**src/shared/dcs_pkg.sv**
```systemverilog
// Constants, types and helpers shared by the drain-aligned DMA channel
package dcs_pkg;

   // Sizes
   localparam int         AXI_AW     = 8;
   localparam int         NUM_PERIPH = 12;
   localparam int         FIFO_DEPTH = 4;
   localparam int         PSEL_W     = 4;

   // Register byte offsets
   localparam logic [7:0] OFF_CTRL   = 8'h00;
   localparam logic [7:0] OFF_NEXT   = 8'h04;
   localparam logic [7:0] OFF_ASSIGN = 8'h08;
   localparam logic [7:0] OFF_STAT   = 8'h0C;
   localparam logic [7:0] OFF_MASK   = 8'h10;
   localparam logic [7:0] OFF_ADDR   = 8'h14;
   localparam logic [7:0] OFF_COUNT  = 8'h18;
   localparam logic [7:0] OFF_CFG    = 8'h1C;

   // Field positions
   localparam int         CTRL_START = 0;
   localparam int         CFG_WNR    = 1;
   localparam int         CFG_SIZE   = 2;
   localparam int         CFG_IRQ_EN = 4;
   localparam int         CFG_SYNC   = 5;
   localparam int         CFG_FLOW   = 12;
   localparam int         SPACE_BIT  = 31;
   localparam int         STAT_DONE  = 0;
   localparam int         STAT_ERR   = 1;
   localparam int         STAT_RUN   = 2;

   // Codes and reset values
   localparam logic [3:0]  FLOW_STOP   = 4'h0;
   localparam logic [1:0]  DESC_LAST   = 2'h2;
   localparam logic [3:0]  RST_PSEL    = 4'h0;
   localparam logic [1:0]  RST_MASK    = 2'h0;
   localparam logic [31:0] RST_NEXT    = 32'h0;
   localparam logic [1:0]  RESP_OKAY   = 2'h0;
   localparam logic [1:0]  RESP_SLVERR = 2'h2;

   typedef enum logic [1:0] {ST_IDLE, ST_FETCH, ST_XFER, ST_DRAIN} dcs_state_t;

   // Address step for a transfer word size code
   function automatic logic [31:0] dcs_stride(input logic [1:0] size);
      dcs_stride = 32'h1 << size;
   endfunction : dcs_stride

   // Byte-lane merge of a write
   function automatic logic [31:0] dcs_strb(input logic [31:0] old,
                                            input logic [31:0] nw,
                                            input logic [3:0]  s);
      dcs_strb = old;
      for (int i = 0; i < 4; i++) begin
         if (s[i]) begin
            dcs_strb[8*i +: 8] = nw[8*i +: 8];
         end
      end
   endfunction : dcs_strb

endpackage : dcs_pkg

```
**src/shared/dcs_fifo_if.sv**
```systemverilog
// Push and pop handshake between the channel engine and its FIFO
`timescale 1ns/1ps
`default_nettype none
interface dcs_fifo_if #(parameter int W = 32);
   logic         push_valid;
   logic         push_ready;
   logic [W-1:0] push_data;
   logic         pop_valid;
   logic         pop_ready;
   logic [W-1:0] pop_data;

   modport store (input push_valid, push_data, pop_ready,
                  output push_ready, pop_valid, pop_data);
   modport user  (output push_valid, push_data, pop_ready,
                  input push_ready, pop_valid, pop_data);
endinterface : dcs_fifo_if
`default_nettype wire

```
**src/logic/dcs_dma_top.sv**
```systemverilog
// Peripheral DMA channel with drain-aligned completion and AXI4-Lite registers
//
// The register offsets and the AXI4-Lite register port are this design's own decisions.
`timescale 1ns/1ps
`default_nettype none
module dcs_dma_top #(
   parameter int N_PERIPH   = dcs_pkg::NUM_PERIPH,
   parameter int FIFO_DEPTH = dcs_pkg::FIFO_DEPTH
) (
   // Clock and reset
   input  wire logic                          aclk,
   input  wire logic                          aresetn,
   // AXI4-Lite register slave
   input  wire logic [dcs_pkg::AXI_AW-1:0]    s_axi_awaddr,
   input  wire logic                          s_axi_awvalid,
   output logic                               s_axi_awready,
   input  wire logic [31:0]                   s_axi_wdata,
   input  wire logic [3:0]                    s_axi_wstrb,
   input  wire logic                          s_axi_wvalid,
   output logic                               s_axi_wready,
   output logic [1:0]                         s_axi_bresp,
   output logic                               s_axi_bvalid,
   input  wire logic                          s_axi_bready,
   input  wire logic [dcs_pkg::AXI_AW-1:0]    s_axi_araddr,
   input  wire logic                          s_axi_arvalid,
   output logic                               s_axi_arready,
   output logic [31:0]                        s_axi_rdata,
   output logic [1:0]                         s_axi_rresp,
   output logic                               s_axi_rvalid,
   input  wire logic                          s_axi_rready,
   // System memory port
   output logic                               mem_req,
   output logic                               mem_we,
   output logic [31:0]                        mem_addr,
   output logic [31:0]                        mem_wdata,
   input  wire logic                          mem_ready,
   input  wire logic                          mem_rvalid,
   input  wire logic [31:0]                   mem_rdata,
   // Peripheral transmit stream
   output logic [31:0]                        tx_data,
   output logic [N_PERIPH-1:0]                tx_valid,
   input  wire logic [N_PERIPH-1:0]           tx_ready,
   // Peripheral receive stream
   input  wire logic [N_PERIPH-1:0][31:0]     rx_data,
   input  wire logic [N_PERIPH-1:0]           rx_valid,
   output logic [N_PERIPH-1:0]                rx_ready,
   // Shared interrupt
   output logic                               irq
);
   import dcs_pkg::*;

   if (N_PERIPH < 1 || N_PERIPH > (1 << PSEL_W)) begin : g_bad_periph
      $error("dcs_dma_top: N_PERIPH out of range");
   end

   typedef struct packed {
      dcs_state_t           st;
      logic [1:0]           fidx;
      logic                 pend;
      logic                 first;
      logic                 space;
      logic [31:0]          next_ptr;
      logic [31:0]          nnext;
      logic [31:0]          naddr;
      logic [31:0]          cur_addr;
      logic [15:0]          cfg;
      logic [15:0]          left;
      logic [15:0]          rx_left;
      logic [PSEL_W-1:0]    psel;
      logic [1:0]           stat;
      logic [1:0]           mask;
      logic                 aw_got;
      logic                 w_got;
      logic [AXI_AW-1:0]    awa;
      logic [31:0]          wd;
      logic [3:0]           ws;
      logic                 bvalid;
      logic [1:0]           bresp;
      logic                 rvalid;
      logic [1:0]           rresp;
      logic [31:0]          rdata;
      logic                 mem_req;
      logic                 mem_we;
      logic [31:0]          mem_addr;
      logic [31:0]          mem_wdata;
   } dcs_regs_t;

   dcs_regs_t   r;
   dcs_regs_t   n;
   logic        is_tx;
   logic        prev_free;
   logic        run;
   logic        unit_done;
   logic        fetch_last;
   logic        cfg_err;
   logic        ev_done;
   logic        ev_err;
   logic        rx_ok;
   logic [15:0] ncfg;

   dcs_fifo_if #(.W(32)) f ();

   dcs_fifo #(.W(32), .DEPTH(FIFO_DEPTH)) u_fifo (
      .aclk    (aclk),
      .aresetn (aresetn),
      .fp      (f.store)
   );

   always_comb begin
      n          = r;
      unit_done  = 1'b0;
      ev_done    = 1'b0;
      ev_err     = 1'b0;
      cfg_err    = 1'b0;
      ncfg       = mem_rdata[15:0];
      is_tx      = !r.cfg[CFG_WNR];
      // Only a drain-aligned transmit unit frees the next unit's size and direction
      prev_free  = !r.cfg[CFG_WNR] && r.cfg[CFG_SYNC];
      run        = (r.st != ST_IDLE) || f.pop_valid;
      fetch_last = (r.st == ST_FETCH) && r.pend && mem_rvalid && (r.fidx == DESC_LAST);
      rx_ok      = (r.st == ST_XFER) && !is_tx && (r.rx_left != 16'h0) && f.push_ready;
      tx_valid   = '0;
      rx_ready   = '0;
      tx_valid[r.psel] = f.pop_valid && is_tx;
      rx_ready[r.psel] = rx_ok;
      f.push_valid = 1'b0;
      f.push_data  = is_tx ? mem_rdata : rx_data[r.psel];
      f.pop_ready  = is_tx && tx_ready[r.psel];
      s_axi_awready = !r.aw_got && !r.bvalid;
      s_axi_wready  = !r.w_got && !r.bvalid;
      s_axi_arready = !r.rvalid;

      // Register writes
      if (s_axi_awvalid && s_axi_awready) begin
         n.aw_got = 1'b1;
         n.awa    = s_axi_awaddr;
      end
      if (s_axi_wvalid && s_axi_wready) begin
         n.w_got = 1'b1;
         n.wd    = s_axi_wdata;
         n.ws    = s_axi_wstrb;
      end
      if (r.bvalid && s_axi_bready) begin
         n.bvalid = 1'b0;
      end
      if (r.aw_got && r.w_got) begin
         n.aw_got = 1'b0;
         n.w_got  = 1'b0;
         n.bvalid = 1'b1;
         n.bresp  = RESP_OKAY;
         case (r.awa)
            OFF_CTRL: begin
               if (r.ws[0] && r.wd[CTRL_START] && r.st == ST_IDLE) begin
                  n.st       = ST_FETCH;
                  n.fidx     = 2'h0;
                  n.first    = 1'b1;
                  n.mem_req  = 1'b1;
                  n.mem_we   = 1'b0;
                  n.mem_addr = r.next_ptr;
               end
            end
            OFF_NEXT: n.next_ptr = dcs_strb(r.next_ptr, r.wd, r.ws);
            OFF_ASSIGN: begin
               if (r.ws[0] && 32'(r.wd[PSEL_W-1:0]) < N_PERIPH) begin
                  n.psel = r.wd[PSEL_W-1:0];
               end
            end
            OFF_STAT: begin
               if (r.ws[0]) begin
                  n.stat = r.stat & ~r.wd[1:0];
               end
            end
            OFF_MASK: begin
               if (r.ws[0]) begin
                  n.mask = r.wd[1:0];
               end
            end
            OFF_ADDR, OFF_COUNT, OFF_CFG: begin
            end
            default: n.bresp = RESP_SLVERR;
         endcase
      end

      // Register reads
      if (r.rvalid && s_axi_rready) begin
         n.rvalid = 1'b0;
      end
      if (s_axi_arvalid && s_axi_arready) begin
         n.rvalid = 1'b1;
         n.rresp  = RESP_OKAY;
         case (s_axi_araddr)
            OFF_CTRL:   n.rdata = 32'h0;
            OFF_NEXT:   n.rdata = r.next_ptr;
            OFF_ASSIGN: n.rdata = {{(32-PSEL_W){1'b0}}, r.psel};
            OFF_STAT:   n.rdata = {29'h0, run, r.stat};
            OFF_MASK:   n.rdata = {30'h0, r.mask};
            OFF_ADDR:   n.rdata = r.cur_addr;
            OFF_COUNT:  n.rdata = {16'h0, r.left};
            OFF_CFG:    n.rdata = {16'h0, r.cfg};
            default: begin
               n.rdata = 32'h0;
               n.rresp = RESP_SLVERR;
            end
         endcase
      end

      // Memory handshake, one access outstanding
      if (r.mem_req && mem_ready) begin
         n.mem_req = 1'b0;
         n.pend    = !r.mem_we;
      end
      if (r.pend && mem_rvalid) begin
         n.pend = 1'b0;
      end

      unique case (r.st)
         ST_IDLE: begin
         end
         ST_FETCH: begin
            if (fetch_last) begin
               // Size and direction changes need a drain-aligned transmit predecessor; space changes into a transmit unit need a predecessor with CFG_SYNC set
               cfg_err = !r.first && (((ncfg[CFG_SIZE +: 2] != r.cfg[CFG_SIZE +: 2]
                         || ncfg[CFG_WNR] != r.cfg[CFG_WNR]) && !prev_free)
                         || (!ncfg[CFG_WNR] && r.naddr[SPACE_BIT] != r.space
                         && !r.cfg[CFG_SYNC]));
               if (cfg_err) begin
                  ev_err = 1'b1;
                  n.st   = ST_IDLE;
               end else begin
                  n.st       = ST_XFER;
                  n.first    = 1'b0;
                  n.cfg      = ncfg;
                  n.left     = mem_rdata[31:16];
                  n.rx_left  = mem_rdata[31:16];
                  n.cur_addr = r.naddr;
                  n.space    = r.naddr[SPACE_BIT];
                  n.next_ptr = r.nnext;
               end
            end else if (r.pend && mem_rvalid) begin
               if (r.fidx == 2'h0) begin
                  n.nnext = mem_rdata;
               end else begin
                  n.naddr = mem_rdata;
               end
               n.fidx     = r.fidx + 2'h1;
               n.mem_req  = 1'b1;
               n.mem_we   = 1'b0;
               n.mem_addr = r.next_ptr + {28'h0, n.fidx, 2'b00};
            end
         end
         ST_XFER: begin
            if (is_tx) begin
               f.push_valid = r.pend && mem_rvalid;
               if (r.left != 16'h0 && !r.pend && !r.mem_req && f.push_ready) begin
                  n.mem_req  = 1'b1;
                  n.mem_we   = 1'b0;
                  n.mem_addr = r.cur_addr;
                  n.cur_addr = r.cur_addr + dcs_stride(r.cfg[CFG_SIZE +: 2]);
                  n.left     = r.left - 16'h1;
               end else if (r.left == 16'h0 && !r.pend && !r.mem_req) begin
                  if (r.cfg[CFG_SYNC]) begin
                     n.st = ST_DRAIN;
                  end else begin
                     unit_done = 1'b1;
                  end
               end
            end else begin
               f.push_valid = rx_ok && rx_valid[r.psel];
               if (f.push_valid) begin
                  n.rx_left = r.rx_left - 16'h1;
               end
               if (!r.mem_req && f.pop_valid && r.left != 16'h0) begin
                  f.pop_ready = 1'b1;
                  n.mem_req   = 1'b1;
                  n.mem_we    = 1'b1;
                  n.mem_addr  = r.cur_addr;
                  n.mem_wdata = f.pop_data;
                  n.cur_addr  = r.cur_addr + dcs_stride(r.cfg[CFG_SIZE +: 2]);
                  n.left      = r.left - 16'h1;
               end else if (r.left == 16'h0 && !r.mem_req) begin
                  unit_done = 1'b1;
               end
            end
         end
         ST_DRAIN: begin
            unit_done = !f.pop_valid;
         end
      endcase

      if (unit_done) begin
         ev_done = r.cfg[CFG_IRQ_EN];
         if (r.cfg[CFG_FLOW +: 4] == FLOW_STOP) begin
            n.st = ST_IDLE;
         end else begin
            n.st       = ST_FETCH;
            n.fidx     = 2'h0;
            n.mem_req  = 1'b1;
            n.mem_we   = 1'b0;
            n.mem_addr = r.next_ptr;
         end
      end
      // New events win over a clear in the same cycle
      if (ev_done) begin
         n.stat[STAT_DONE] = 1'b1;
      end
      if (ev_err) begin
         n.stat[STAT_ERR] = 1'b1;
      end
   end

   always_ff @(posedge aclk) begin
      if (!aresetn) begin
         r          <= '0;
         r.st       <= ST_IDLE;
         r.psel     <= RST_PSEL;
         r.mask     <= RST_MASK;
         r.next_ptr <= RST_NEXT;
      end else begin
         r <= n;
      end
   end

   assign s_axi_bvalid = r.bvalid;
   assign s_axi_bresp  = r.bresp;
   assign s_axi_rvalid = r.rvalid;
   assign s_axi_rresp  = r.rresp;
   assign s_axi_rdata  = r.rdata;
   assign mem_req      = r.mem_req;
   assign mem_we       = r.mem_we;
   assign mem_addr     = r.mem_addr;
   assign mem_wdata    = r.mem_wdata;
   assign tx_data      = f.pop_data;
   assign irq          = |(r.stat & r.mask);
endmodule : dcs_dma_top
`default_nettype wire

```
**src/logic/dcs_fifo.sv**
```systemverilog
// Channel data FIFO between memory and peripheral
`timescale 1ns/1ps
`default_nettype none
module dcs_fifo #(
   parameter int W     = 32,
   parameter int DEPTH = dcs_pkg::FIFO_DEPTH
) (
   // Clock and reset
   input wire logic aclk,
   input wire logic aresetn,
   // Storage side
   dcs_fifo_if.store fp
);
   import dcs_pkg::*;

   localparam int PW = (DEPTH > 1) ? $clog2(DEPTH) : 1;
   localparam int CW = $clog2(DEPTH + 1);

   if (DEPTH < 2 || (DEPTH & (DEPTH - 1)) != 0) begin : g_bad_depth
      $error("dcs_fifo: DEPTH must be a power of two, at least 2");
   end

   typedef struct packed {
      logic [DEPTH-1:0][W-1:0] mem;
      logic [PW-1:0]           rd;
      logic [PW-1:0]           wr;
      logic [CW-1:0]           cnt;
   } dcs_fifo_st_t;

   dcs_fifo_st_t r;
   dcs_fifo_st_t n;
   logic         push;
   logic         pop;

   always_comb begin
      n             = r;
      fp.push_ready = (r.cnt != CW'(DEPTH));
      fp.pop_valid  = (r.cnt != '0);
      fp.pop_data   = r.mem[r.rd];
      push          = fp.push_valid && fp.push_ready;
      pop           = fp.pop_ready && fp.pop_valid;
      // DEPTH-entry store with wrapping pointers
      if (push) begin
         n.mem[r.wr] = fp.push_data;
         n.wr        = r.wr + 1'b1;
      end
      if (pop) begin
         n.rd = r.rd + 1'b1;
      end
      n.cnt = r.cnt + CW'(push) - CW'(pop);
   end

   always_ff @(posedge aclk) begin
      if (!aresetn) begin
         r <= '0;
      end else begin
         r <= n;
      end
   end
endmodule : dcs_fifo
`default_nettype wire

```
**config.mk**
```make
export PLATFORM = sky130hd
export DESIGN_NAME = dcs_dma_top
export DESIGN_NICKNAME = d
export VERILOG_FILES = /design/src/shared/dcs_pkg.sv /design/src/shared/dcs_fifo_if.sv /design/src/logic/dcs_dma_top.sv /design/src/logic/dcs_fifo.sv
export SDC_FILE = /design/constraint.sdc
export NUM_CORES = 1
export LEC_CHECK = 0
export ABC_AREA = 0
export BUFFER_PORTS_ARGS = -buffer_cell sky130_fd_sc_hd__buf_2
export CAP_MARGIN = 20
export CORE_AREA = 2 2 259 261
export DETAILED_ROUTE_END_ITERATION = 7
export DIE_AREA = 0 0 261 263
export SYNTH_ARGS = -nofsm -noshare
export SYNTH_HDL_FRONTEND = slang
export SYNTH_SLANG_ARGS = --single-unit
```
**constraint.sdc**
```tcl
create_clock -name aclk -period 8 [get_ports aclk]
set_input_delay 0.8 -clock aclk [delete_from_list [all_inputs] [get_ports aclk]]
set_output_delay 0.8 -clock aclk [all_outputs]
set_load 0.01 [all_outputs]
```
# Word level (Yosys, flattened, before mapping)
# Cells that the tools add are included.
[totals]
ff_bits = 476
input_bits = 501
out_inout_bits = 164
wordCells = 281
[op_classes]
n_addsub = 9
magnitude_cmp = 6
n_eq_ne = 28
shift = 1
mux = 102
bitwise_logic = 9
reduce_logical = 89
[ops]
columns = ["cell", "n"]
rows = [
  ["$mux 34", 11],
  ["$mux 32", 11],
  ["$pmux 32 s7", 1],
  ["$mux 80", 2],
  ["$bmux 32 s4", 1],
  ["$bwmux 128", 1],
  ["$mux 64", 2],
  ["$pmux 32 s2", 2],
  ["$mux 98", 1],
  ["$mux 16", 5],
  ["$pmux 34 s2", 1],
  ["$mux 66", 1],
  ["$bmux 32 s2", 1],
  ["$demux 32 s2", 1],
  ["$eq 8x5->1 const B", 8],
  ["$logic_and 1x1->1", 39],
  ["$mux 35", 1],
  ["$add 32x32->32", 1],
  ["$add 32x4->32", 1],
  ["$eq 8x4->1 const B", 4],
  ["$mux 2", 16],
  ["$mux 8", 4],
  ["$reduce_bool 16->1", 2],
  ["$shl 1x2->32 const A", 1],
  ["other kinds (43)", 126],
]

# Logic depth before layout (Yosys ltp)
# Gate-level depths: netlist (run 1).
[depth]
depth_word = 11
ltp_mapped = 16
depth_no_buf = 14

# Modules after synthesis
# A second synthesis (run 1) with hierarchy kept.
[hier_totals]
hier_cells = 3131
area_unflattened_um2 = 27012.2
[modules_own_cells]
columns = ["module", "n_inst", "cells_per_inst", "area_each_um2"]
rows = [
  ["dcs_dma_top", 1, 2596, 21008.9],
  ["dcs_fifo", 1, 535, 6003.3],
]

# Worst setup path before layout (run 1)
# No wires, ideal clock.
[synth_timing]
path_kind = "reg-to-reg"
from = "reg r[174] (netlist name)"
to = "reg u_fifo.r[2] (netlist name)"
setup_time_ns = 0.128
t_arrival_ns = 3.094
t_required_ns = 7.872
setup_slack_ns = 4.779
path_stages_with_launch = 17
path_cell_list = "dfxtp_1 -> inv_1 -> ha_1 -> nor4b_1 -> and4_1 -> buf_2 -> or3_1 -> clkbuf_1 -> a31oi_1 -> ha_1 -> inv_1 -> ha_1 -> inv_1 -> fa_1 -> xor2_1 -> xnor2_1 -> nor2_1"
[synth_between]
elab_chain_cells = 7
[synth_rtl]
columns = ["item", "line_no", "source"]
rows = [
  ["from (decl)", "dcs_dma_top.sv:88", "dcs_regs_t r;"],
  ["from (signal assigned)", "dcs_dma_top.sv:319", "r <= n;"],
  ["$reduce_bool 16->1", "dcs_dma_top.sv:272", "if (!r.mem_req && f.pop_valid && r.left != 16'h0) begin"],
  ["$logic_and 1x1->1", "dcs_dma_top.sv:272", ""],
  ["$mux 1", "dcs_dma_top.sv:272", ""],
  ["$mux 1", "dcs_dma_top.sv:252", "if (is_tx) begin"],
  ["$mux 1", "dcs_dma_top.sv:216", "unique case (r.st)"],
  ["$logic_and 1x1->1", "dcs_fifo.sv:41", "pop = fp.pop_ready && fp.pop_valid;"],
  ["named net u_fifo.pop", "dcs_fifo.sv:33", "logic pop;"],
  ["$sub 3x1->3", "dcs_fifo.sv:50", "n.cnt = r.cnt + CW'(push) - CW'(pop);"],
  ["to (signal assigned)", "dcs_fifo.sv:57", "r <= n;"],
  ["to (decl)", "dcs_fifo.sv:30", "dcs_fifo_st_t r;"],
]
# The timed path passes the listed nets, and every way through them passes these cells.
# A chain may end at the register's enable or synchronous reset.

# Worst setup path after layout (run 1)
[layout_timing]
from = "reg r[157] (netlist name)"
to = "out tx_valid[9]"
[layout_between]
elab_chain_cells = 5
[layout_rtl]
columns = ["item", "line_no", "source"]
rows = [
  ["$lt 4x5->1 (not written as such) or $ge 4x1->1 (tied branches)", "dcs_dma_top.sv:124", "tx_valid[r.psel] = f.pop_valid && is_tx;"],
  ["$logic_and 1x1->1", "dcs_dma_top.sv:124", ""],
  ["$mux 1 (not written as such)", "dcs_dma_top.sv:124", ""],
  ["$demux 1 s4 *", "dcs_dma_top.sv:124", ""],
  ["$and 12x12->12 (no source line) *", "n/a", ""],
  ["to (decl)", "dcs_dma_top.sv:41", "output logic [N_PERIPH-1:0] tx_valid,"],
]
# Every way passes the cells marked *; elsewhere a longest branch is shown, timed or not.

==> summary.md, run 1 <==
| Metric | Value |
|---|---|
| Critical path required time | `~7200 ps` |
| Register Area | `between 9000 and 10000 um2` |
| Post-route DRC | `0` |
| Area share of the largest cell type after synthesis | `0.3687` |
| Initial Util | `0.3922` |
| Yosys cell types | `86` |
| 1st-iter DRT viols | `slightly below 4000` |
| Synth area leaders | `dfxtp_1, mux4_2, nand2_1` |
| Vias in the first global route | `between 20000 and 25000` |
| Worst vdd ir | `about 0.15 mV` |
| Max frequency | `approximately 0.24 GHz` |
| CTS sink cnt | `between 400 and 500` |
| Post-synth top flop | `dfxtp_1` |
| Cell Area, Synth | `about 26000 um2` |
| Post-CTS Resized | `0` |
| Die Span Y | `~260 um` |
| Vias/cell | `6.131` |
| Setup Skew | `roughly 50 ps` |
| Synth-to-layout area growth | `19.08%` |
| Synth cell count leaders | `nand2_1, dfxtp_1, a21oi_1` |
| Clk Latency, worst-skew pair | `approximately 620 ps` |
| Worst slew pin tran | `between 1000 and 1500 ps` |
| Largest net degree at the start of global routing | `97` |
| Crit path DAT | `roughly 3300 ps` |
| Relative slew slack | `0.2318` |
| H-Tree Depth | `2` |
| Tightest Hold Check Type | `input port to register` |
| Total grt overflow | `0` |
| Comb power frac | `0.083` |
| Reg clk slew, reported paths | `around 60 ps` |
| Max Cap Violations | `0` |
| Internal | `~0.0040 W` |
| Largest fanout on the critical path | `25` |
| Power Dens Cells | `173.7 nW/um2` |
| Fin. Hold Viols | `0` |
| Root Buffer | `clkbuf_16` |
| Final core utilization | `0.4671` |
| LEAKAGE | `between 10 and 15 nW` |
| Seq pwr share | `0.451` |
| Setup TNS Final | `0 ps` |
| Status | `complete, no violations` |
| DR WL/cell | `slightly below 30 um` |
| Flops & latches, synth | `~470` |
| Worst setup SP type | `register` |
| Max Slew Vio Count | `0` |
| Max Buffers Root-to-Sink | `3` |
| Most frequent cell after synthesis | `nand2_1` |
| Hold Buf Count CTS | `0` |
| First-pass GRT wire length | `between 150000 and 200000 um` |
| Synth warn | `0` |
| CTS tree | `done` |
| Die width | `around 260 um` |
| Asr flop ratio synth | `0` |
| Avg Inst Size Synth | `8.632 um2` |
| Detailed Route WL | `126600 um` |
| Port buffer count | `roughly 660` |
| P_sw | `about 0.0013 W` |
| Sequential area share after synthesis | `0.3687` |
| IO Pins | `665` |
| Std-Cell Rows | `94` |
| Area of the die | `68640 um2` |
| CORE AREA | `about 66000 um2` |
| Total Nets Final | `~3900` |
| HPWL after detailed placement | `between 90000 and 100000 um` |
| Worst Setup End Kind | `output port` |
| CP Class | `register to output port` |
| Sw Ratio | `0.2498` |
| RSZ-0062 raised after global routing | `false` |
| Final setup viols | `0` |
| Post-CTS Repair Setup Buffers | `0` |
| Mapped Cells | `about 3000` |
| TritonCTS buffer count | `between 50 and 60` |
| Dominant cell type by area after synthesis | `dfxtp_1` |
| Area of the multi-input gates | `~14000 um2` |
| Total Routing Usage GR | `0.3559` |
| DRT antenna net count | `0` |
| Initial antenna violation count | `48` |
| Tmin final | `~4000 ps` |
| Crit share post-route | `0.5154` |
| Layout cells sized above 1 | `0.2856` |
| Cell count after placement | `4203` |
| GP Congestion | `0.9900` |
| Fill cells | `approximately 6600` |
| Clock power share | `0.465` |
| EDFF count, synth | `0` |
| Non-Filler Instances | `~4300` |
| Vias | `roughly 27000` |
| Initial DRT Pass Iterations | `6` |
## cells by family after synthesis
family	count (synthesis)	share of synthesized area
buf+inv	391	0.07778
simple gates	1062	0.1831
compound gates	825	0.2142
xor+xnor	37	0.01259
fa+ha+maj	23	0.01206
other cells	1	0.0001457
mux	169	0.1315
flops	474	0.3687
## sequential cells by signal (all words and copies together) (netlist names)
register / count
mem_we: 1
u_fifo.r: 135
s_axi_rresp: 1
s_axi_bvalid: 1
r: 237
mem_addr: 32
s_axi_bresp: 1
s_axi_rdata: 32
mem_req: 1
s_axi_rvalid: 1
mem_wdata: 32
## cell type report
type / count / share of cell area
Inverter: 37 / 0.004817
Tap cell: 864 / 0.03527
Clock inverter: 16 / 0.007062
Sequential cell: 474 / 0.3101
Antenna cell: 31 / 0.002531
Timing Repair Buffer: 712 / 0.1216
Multi-Input combinational cell: 2118 / 0.4690
Clock buffer: 78 / 0.04960
## power groups by stage
stage               clock (W)  combinational [W]  sequential (W)
floorplan                   0           0.000182         0.00245
global placement            0           0.000434         0.00245
detailed placement          0           0.000434         0.00245
CTS                   0.00249           0.000436         0.00240
global route          0.00260           0.000460         0.00240
finish                0.00248           0.000443         0.00240
## cell usage in the layout, fill, tap and decap left out, drive strengths merged, types with 24 or more instances in the layout
master  Yosys  layout
inv        36      37
a22o      130     130
a31oi      49      49
diode       0      31
clkbuf    184      79
mux4      135     135
and2       28      28
buf       168     711
nand2     573     573
o21ai      90      90
o22ai      24      24
a21oi     309     309
a22oi      44      44
mux2i      30      30
nor2      192     192
nand3      70      70
a221oi     38      38
nor3       58      58
dfxtp     474     474
a311oi     33      33
## stage by stage
stage	instance area, um2	power (W)	hold slack, ps	worst slack (ps)
after detailed placement	28800	0.002888	446.7	4239
after floorplan	25740	0.002628	431.7	4779
after global routing	30610	0.005466	365.9	3869
after global placement	28800	0.002888	437.4	4260
final	30650	0.005323	362.2	3877
after CTS	30530	0.005330	336.1	3974
## worst max-delay path: stages, from the launching register on
cell and delay [ps]:
dfxtp_2 650, buf_4 510, clkinv_2 450, nor2_1 330
nand2_1 160, nor2_1 370, buf_2 210
## layer usage
layer	up-vias	global-route usage	part of all wire
li1	11654	-	-
met1	12924	0.4628	0.38
met2	1660	0.5565	0.46
met3	299	0.06711	0.10
met4	10	0.1933	0.062
met5	-	0	0.00050
## path summary, 6_finish.rpt
path	startpoint	to	slack, ps	cells past startpoint
worst min register to register	mem_wdata[26]	mem_wdata[26]	450	2
worst max register to register	r[174]	u_fifo.r[2]	4140	15
worst max-delay path	r[157]	tx_valid[9]	3880	6
worst min-delay path	s_axi_rready	s_axi_rvalid	360	2
Power figures use the tool's default switching activity.
==> run 2, diff against run 1 <==
--- a/config.mk
+++ b/config.mk
@@ -5,12 +5,12 @@
 export SDC_FILE = /design/constraint.sdc
 export NUM_CORES = 1
 export LEC_CHECK = 0
-export ABC_AREA = 0
+export ABC_AREA = 1
 export BUFFER_PORTS_ARGS = -buffer_cell sky130_fd_sc_hd__buf_2
 export CAP_MARGIN = 20
-export CORE_AREA = 2 2 259 261
+export CORE_AREA = 2 2 262 264
 export DETAILED_ROUTE_END_ITERATION = 7
-export DIE_AREA = 0 0 261 263
+export DIE_AREA = 0 0 264 266
 export SYNTH_ARGS = -nofsm -noshare
 export SYNTH_HDL_FRONTEND = slang
 export SYNTH_SLANG_ARGS = --single-unit
==> constraint.sdc (replaced) <==
create_clock -name aclk -period 4.05 [get_ports aclk]
set_input_delay 0.405 -clock aclk [delete_from_list [all_inputs] [get_ports aclk]]
set_output_delay 0.405 -clock aclk [all_outputs]
set_load 0.01 [all_outputs]
==> summary.md, run 2 <==
| Metric | Value |
|---|---|
| Mapped Cells | `approximately 4600` |
| Total grt overflow | `0` |
| Vias | `around 32000` |
| Internal | `between 0.008 and 0.009 W` |
| Dominant cell type by area after synthesis | `dfxtp_1` |
| CTS sink cnt | `~470` |
| Max Cap Violations | `0` |
| Worst Hold Slack | `around 36 ps` |
| Seq pwr share | `0.407` |
| Fin. Hold Viols | `0` |
| RSZ-0062 raised after global routing | `false` |
| Worst vdd ir | `about 0.3 mV` |
| Most frequent cell after synthesis | `nand2_1` |
| Vias in the first global route | `29301` |
| EDFF count, synth | `0` |
| Most flop-heavy register | `r` |
| Setup Skew | `around 36 ps` |
| Worst r2r path cells | `14` |
| Yosys cell types | `43` |
| Max frequency | `0.2851 GHz` |
| CTS tree | `done` |
| Synth area leaders | `dfxtp_1, nand2_1, nor2_1` |
| Reg clk slew, reported paths | `roughly 60 ps` |
| Cell Area, Synth | `28050 um2` |
| Largest register FFs | `about 240` |
| Largest regs | `r (237), u_fifo.r (135)` |
| CP Class | `register to output port` |
| Worst slew pin tran | `1056 ps` |
| HPWL after detailed placement | `roughly 100000 um` |
| Worst Setup End Kind | `output port` |
| Area of the die | `approximately 70000 um2` |
| Relative slew slack | `0.2898` |
| Post-CTS Resized | `0` |
| Vias/cell | `5.414` |
| Post-synth top flop | `dfxtp_1` |
| Max Buffers Root-to-Sink | `3` |
| Fill cells | `roughly 7300` |
| TritonCTS buffer count | `55` |
| Critical path required time | `3640 ps` |
| Total Nets Final | `about 5500` |
| Commonest non-fill, non-tap cell in the layout | `nand2_1` |
| Synth-to-layout area growth | `17.96%` |
| Crit path DAT | `between 3000 and 4000 ps` |
| Port buffer count | `662` |
| Hold Buf Count CTS | `0` |
| Detailed Route WL | `about 130000 um` |
| Area share of the largest cell type after synthesis | `0.3383` |
| CORE AREA | `roughly 68000 um2` |
| LEAKAGE | `15.39 nW` |
| DRT antenna net count | `0` |
| Hold Path Depth | `3` |
| First-pass GRT wire length | `192600 um` |
| Most frequent cells in the layout | `nand2_1, nor2_1, buf_2` |
| Initial DRT Pass Iterations | `8` |
| Initial Util | `0.4140` |
| P_sw | `~0.0036 W` |
| Max Slew Vio Count | `0` |
| Status | `complete, no violations` |
| Clk Latency, worst-skew pair | `approximately 630 ps` |
| Post-CTS Repair Setup Buffers | `0` |
| Worst setup SP type | `register` |
| Std-Cell Rows | `96` |
| Crit share post-route | `0.8660` |
| Layout cells sized above 1 | `0.1701` |
| Setup TNS Final | `0 ps` |
| Clock power share | `0.423` |
| Total Routing Usage GR | `0.3665` |
| Die width | `~260 um` |
| Sw Ratio | `0.3045` |
| DR WL/cell | `22.40 um` |
| Tightest Hold Check Type | `input port to register` |
| Initial antenna violation count | `14` |
| Asr flop ratio synth | `0` |
| Root Buffer | `clkbuf_16` |
| Comb power frac | `0.171` |
| Sequential area share after synthesis | `0.3383` |
| Flops & latches, synth | `474` |
| Largest fanout on the critical path | `9` |
| Largest net degree at the start of global routing | `161` |
| Tmin final | `about 3500 ps` |
| H-Tree Depth | `2` |
| Power Dens Cells | `between 300 and 400 nW/um2` |
| Die Span Y | `approximately 270 um` |
| Final setup viols | `0` |
| IO Pins | `approximately 670` |
| GP Congestion | `a little under 1` |
| Synth cell count leaders | `nand2_1, nor2_1, dfxtp_1` |
| Avg Inst Size Synth | `between 6 and 7 um2` |
| Synth warn | `0` |
| 1st-iter DRT viols | `between 3000 and 4000` |
| Post-route DRC | `0` |
==> run 2: changes by cell type after synthesis, moves of 33 or more <==
cell      previous run  this run
nand2_1            573      1278
nor2_1             192       761
inv_1               35       403
o21ai_0             87       439
mux4_2             135         0
a22o_1             130         1
a22oi_1             44       136
nand4_1             18       109
a21oi_1            308       232
o22ai_1             24        74
a31oi_1             49         2
a221oi_1            38         0
nand3_1             70       103
==> run 2: power groups by stage <==
stage / sequential [W] / combinational (W) / clock (W)
finish: 0.00479 / 0.00201 / 0.00497
global route: 0.00479 / 0.00215 / 0.00522
CTS: 0.00479 / 0.00197 / 0.00503
detailed placement: 0.00489 / 0.00196 / 0
global placement: 0.00489 / 0.00197 / 0
floorplan: 0.00487 / 0.000972 / 0
==> run 2: worst paths after layout <==
kind	startpoint	endpoint	slack, ps
setup reg to reg	r[154]	u_fifo.r[94]	770
setup / recovery	r[157]	rx_ready[10]	540
hold / removal	s_axi_awaddr[1]	r[141]	40
hold reg to reg	r[261]	r[261]	450
==> run 2: stage by stage <==
stage,worst slack (ps),instance area (um2),total power (W),utilization,cells
floorplan,1472,28050,0.005842,-,4595
global placement,879.9,31210,0.006859,0.4607,5825
detailed placement,871.9,31240,0.006853,0.4611,5826
CTS,598.5,33010,0.01179,0.4873,5924
global route,494.6,33060,0.01217,0.4881,5926
finish,542.9,33080,0.01177,0.4884,5934
==> run 2: metal layers <==
| layer | global-route usage | up-vias | routed length, um |
|---|---|---|---|
| met5 | 0 | - | 40 |
| met1 | 0.4496 | 14713 | 51510 |
| met3 | 0.06913 | 311 | 11380 |
| li1 | - | 15544 | - |
| met2 | 0.5925 | 1550 | 60420 |
| met4 | 0.2322 | 6 | 9593 |
==> run 2: logic make-up after synthesis <==
| family | count (synthesis) | share of synthesized area |
|---|---|---|
| AOI/OAI and AO/OA | 931 | 0.1858 |
| xor gates and xnor gates | 20 | 0.006245 |
| adders and majority gates | 23 | 0.01106 |
| buffers and inverters | 801 | 0.1243 |
| DFF | 474 | 0.3383 |
| other | 1 | 0.0001337 |
| and+or+nand+nor | 2344 | 0.3341 |
==> run 2: cell type report <==
cell class              count  area, um2  area share
diodes                      8      20.02   0.0006051
flip-flops and latches    474       9492      0.2869
well taps                 882       1104     0.03336
clock inverters            19      150.1    0.004538
inverters                 422       1593     0.04814
clock buffers              79       1619     0.04894
multi-input cells        3320      15130      0.4572
repair buffers            730       3980      0.1203
==> run 2: worst max-delay path: stages (launching register included) <==
cell and delay, ps:
dfxtp_1 500, inv_1 220, nor2_4 350, clkinv_1 590, nor3_1 590, buf_2 220
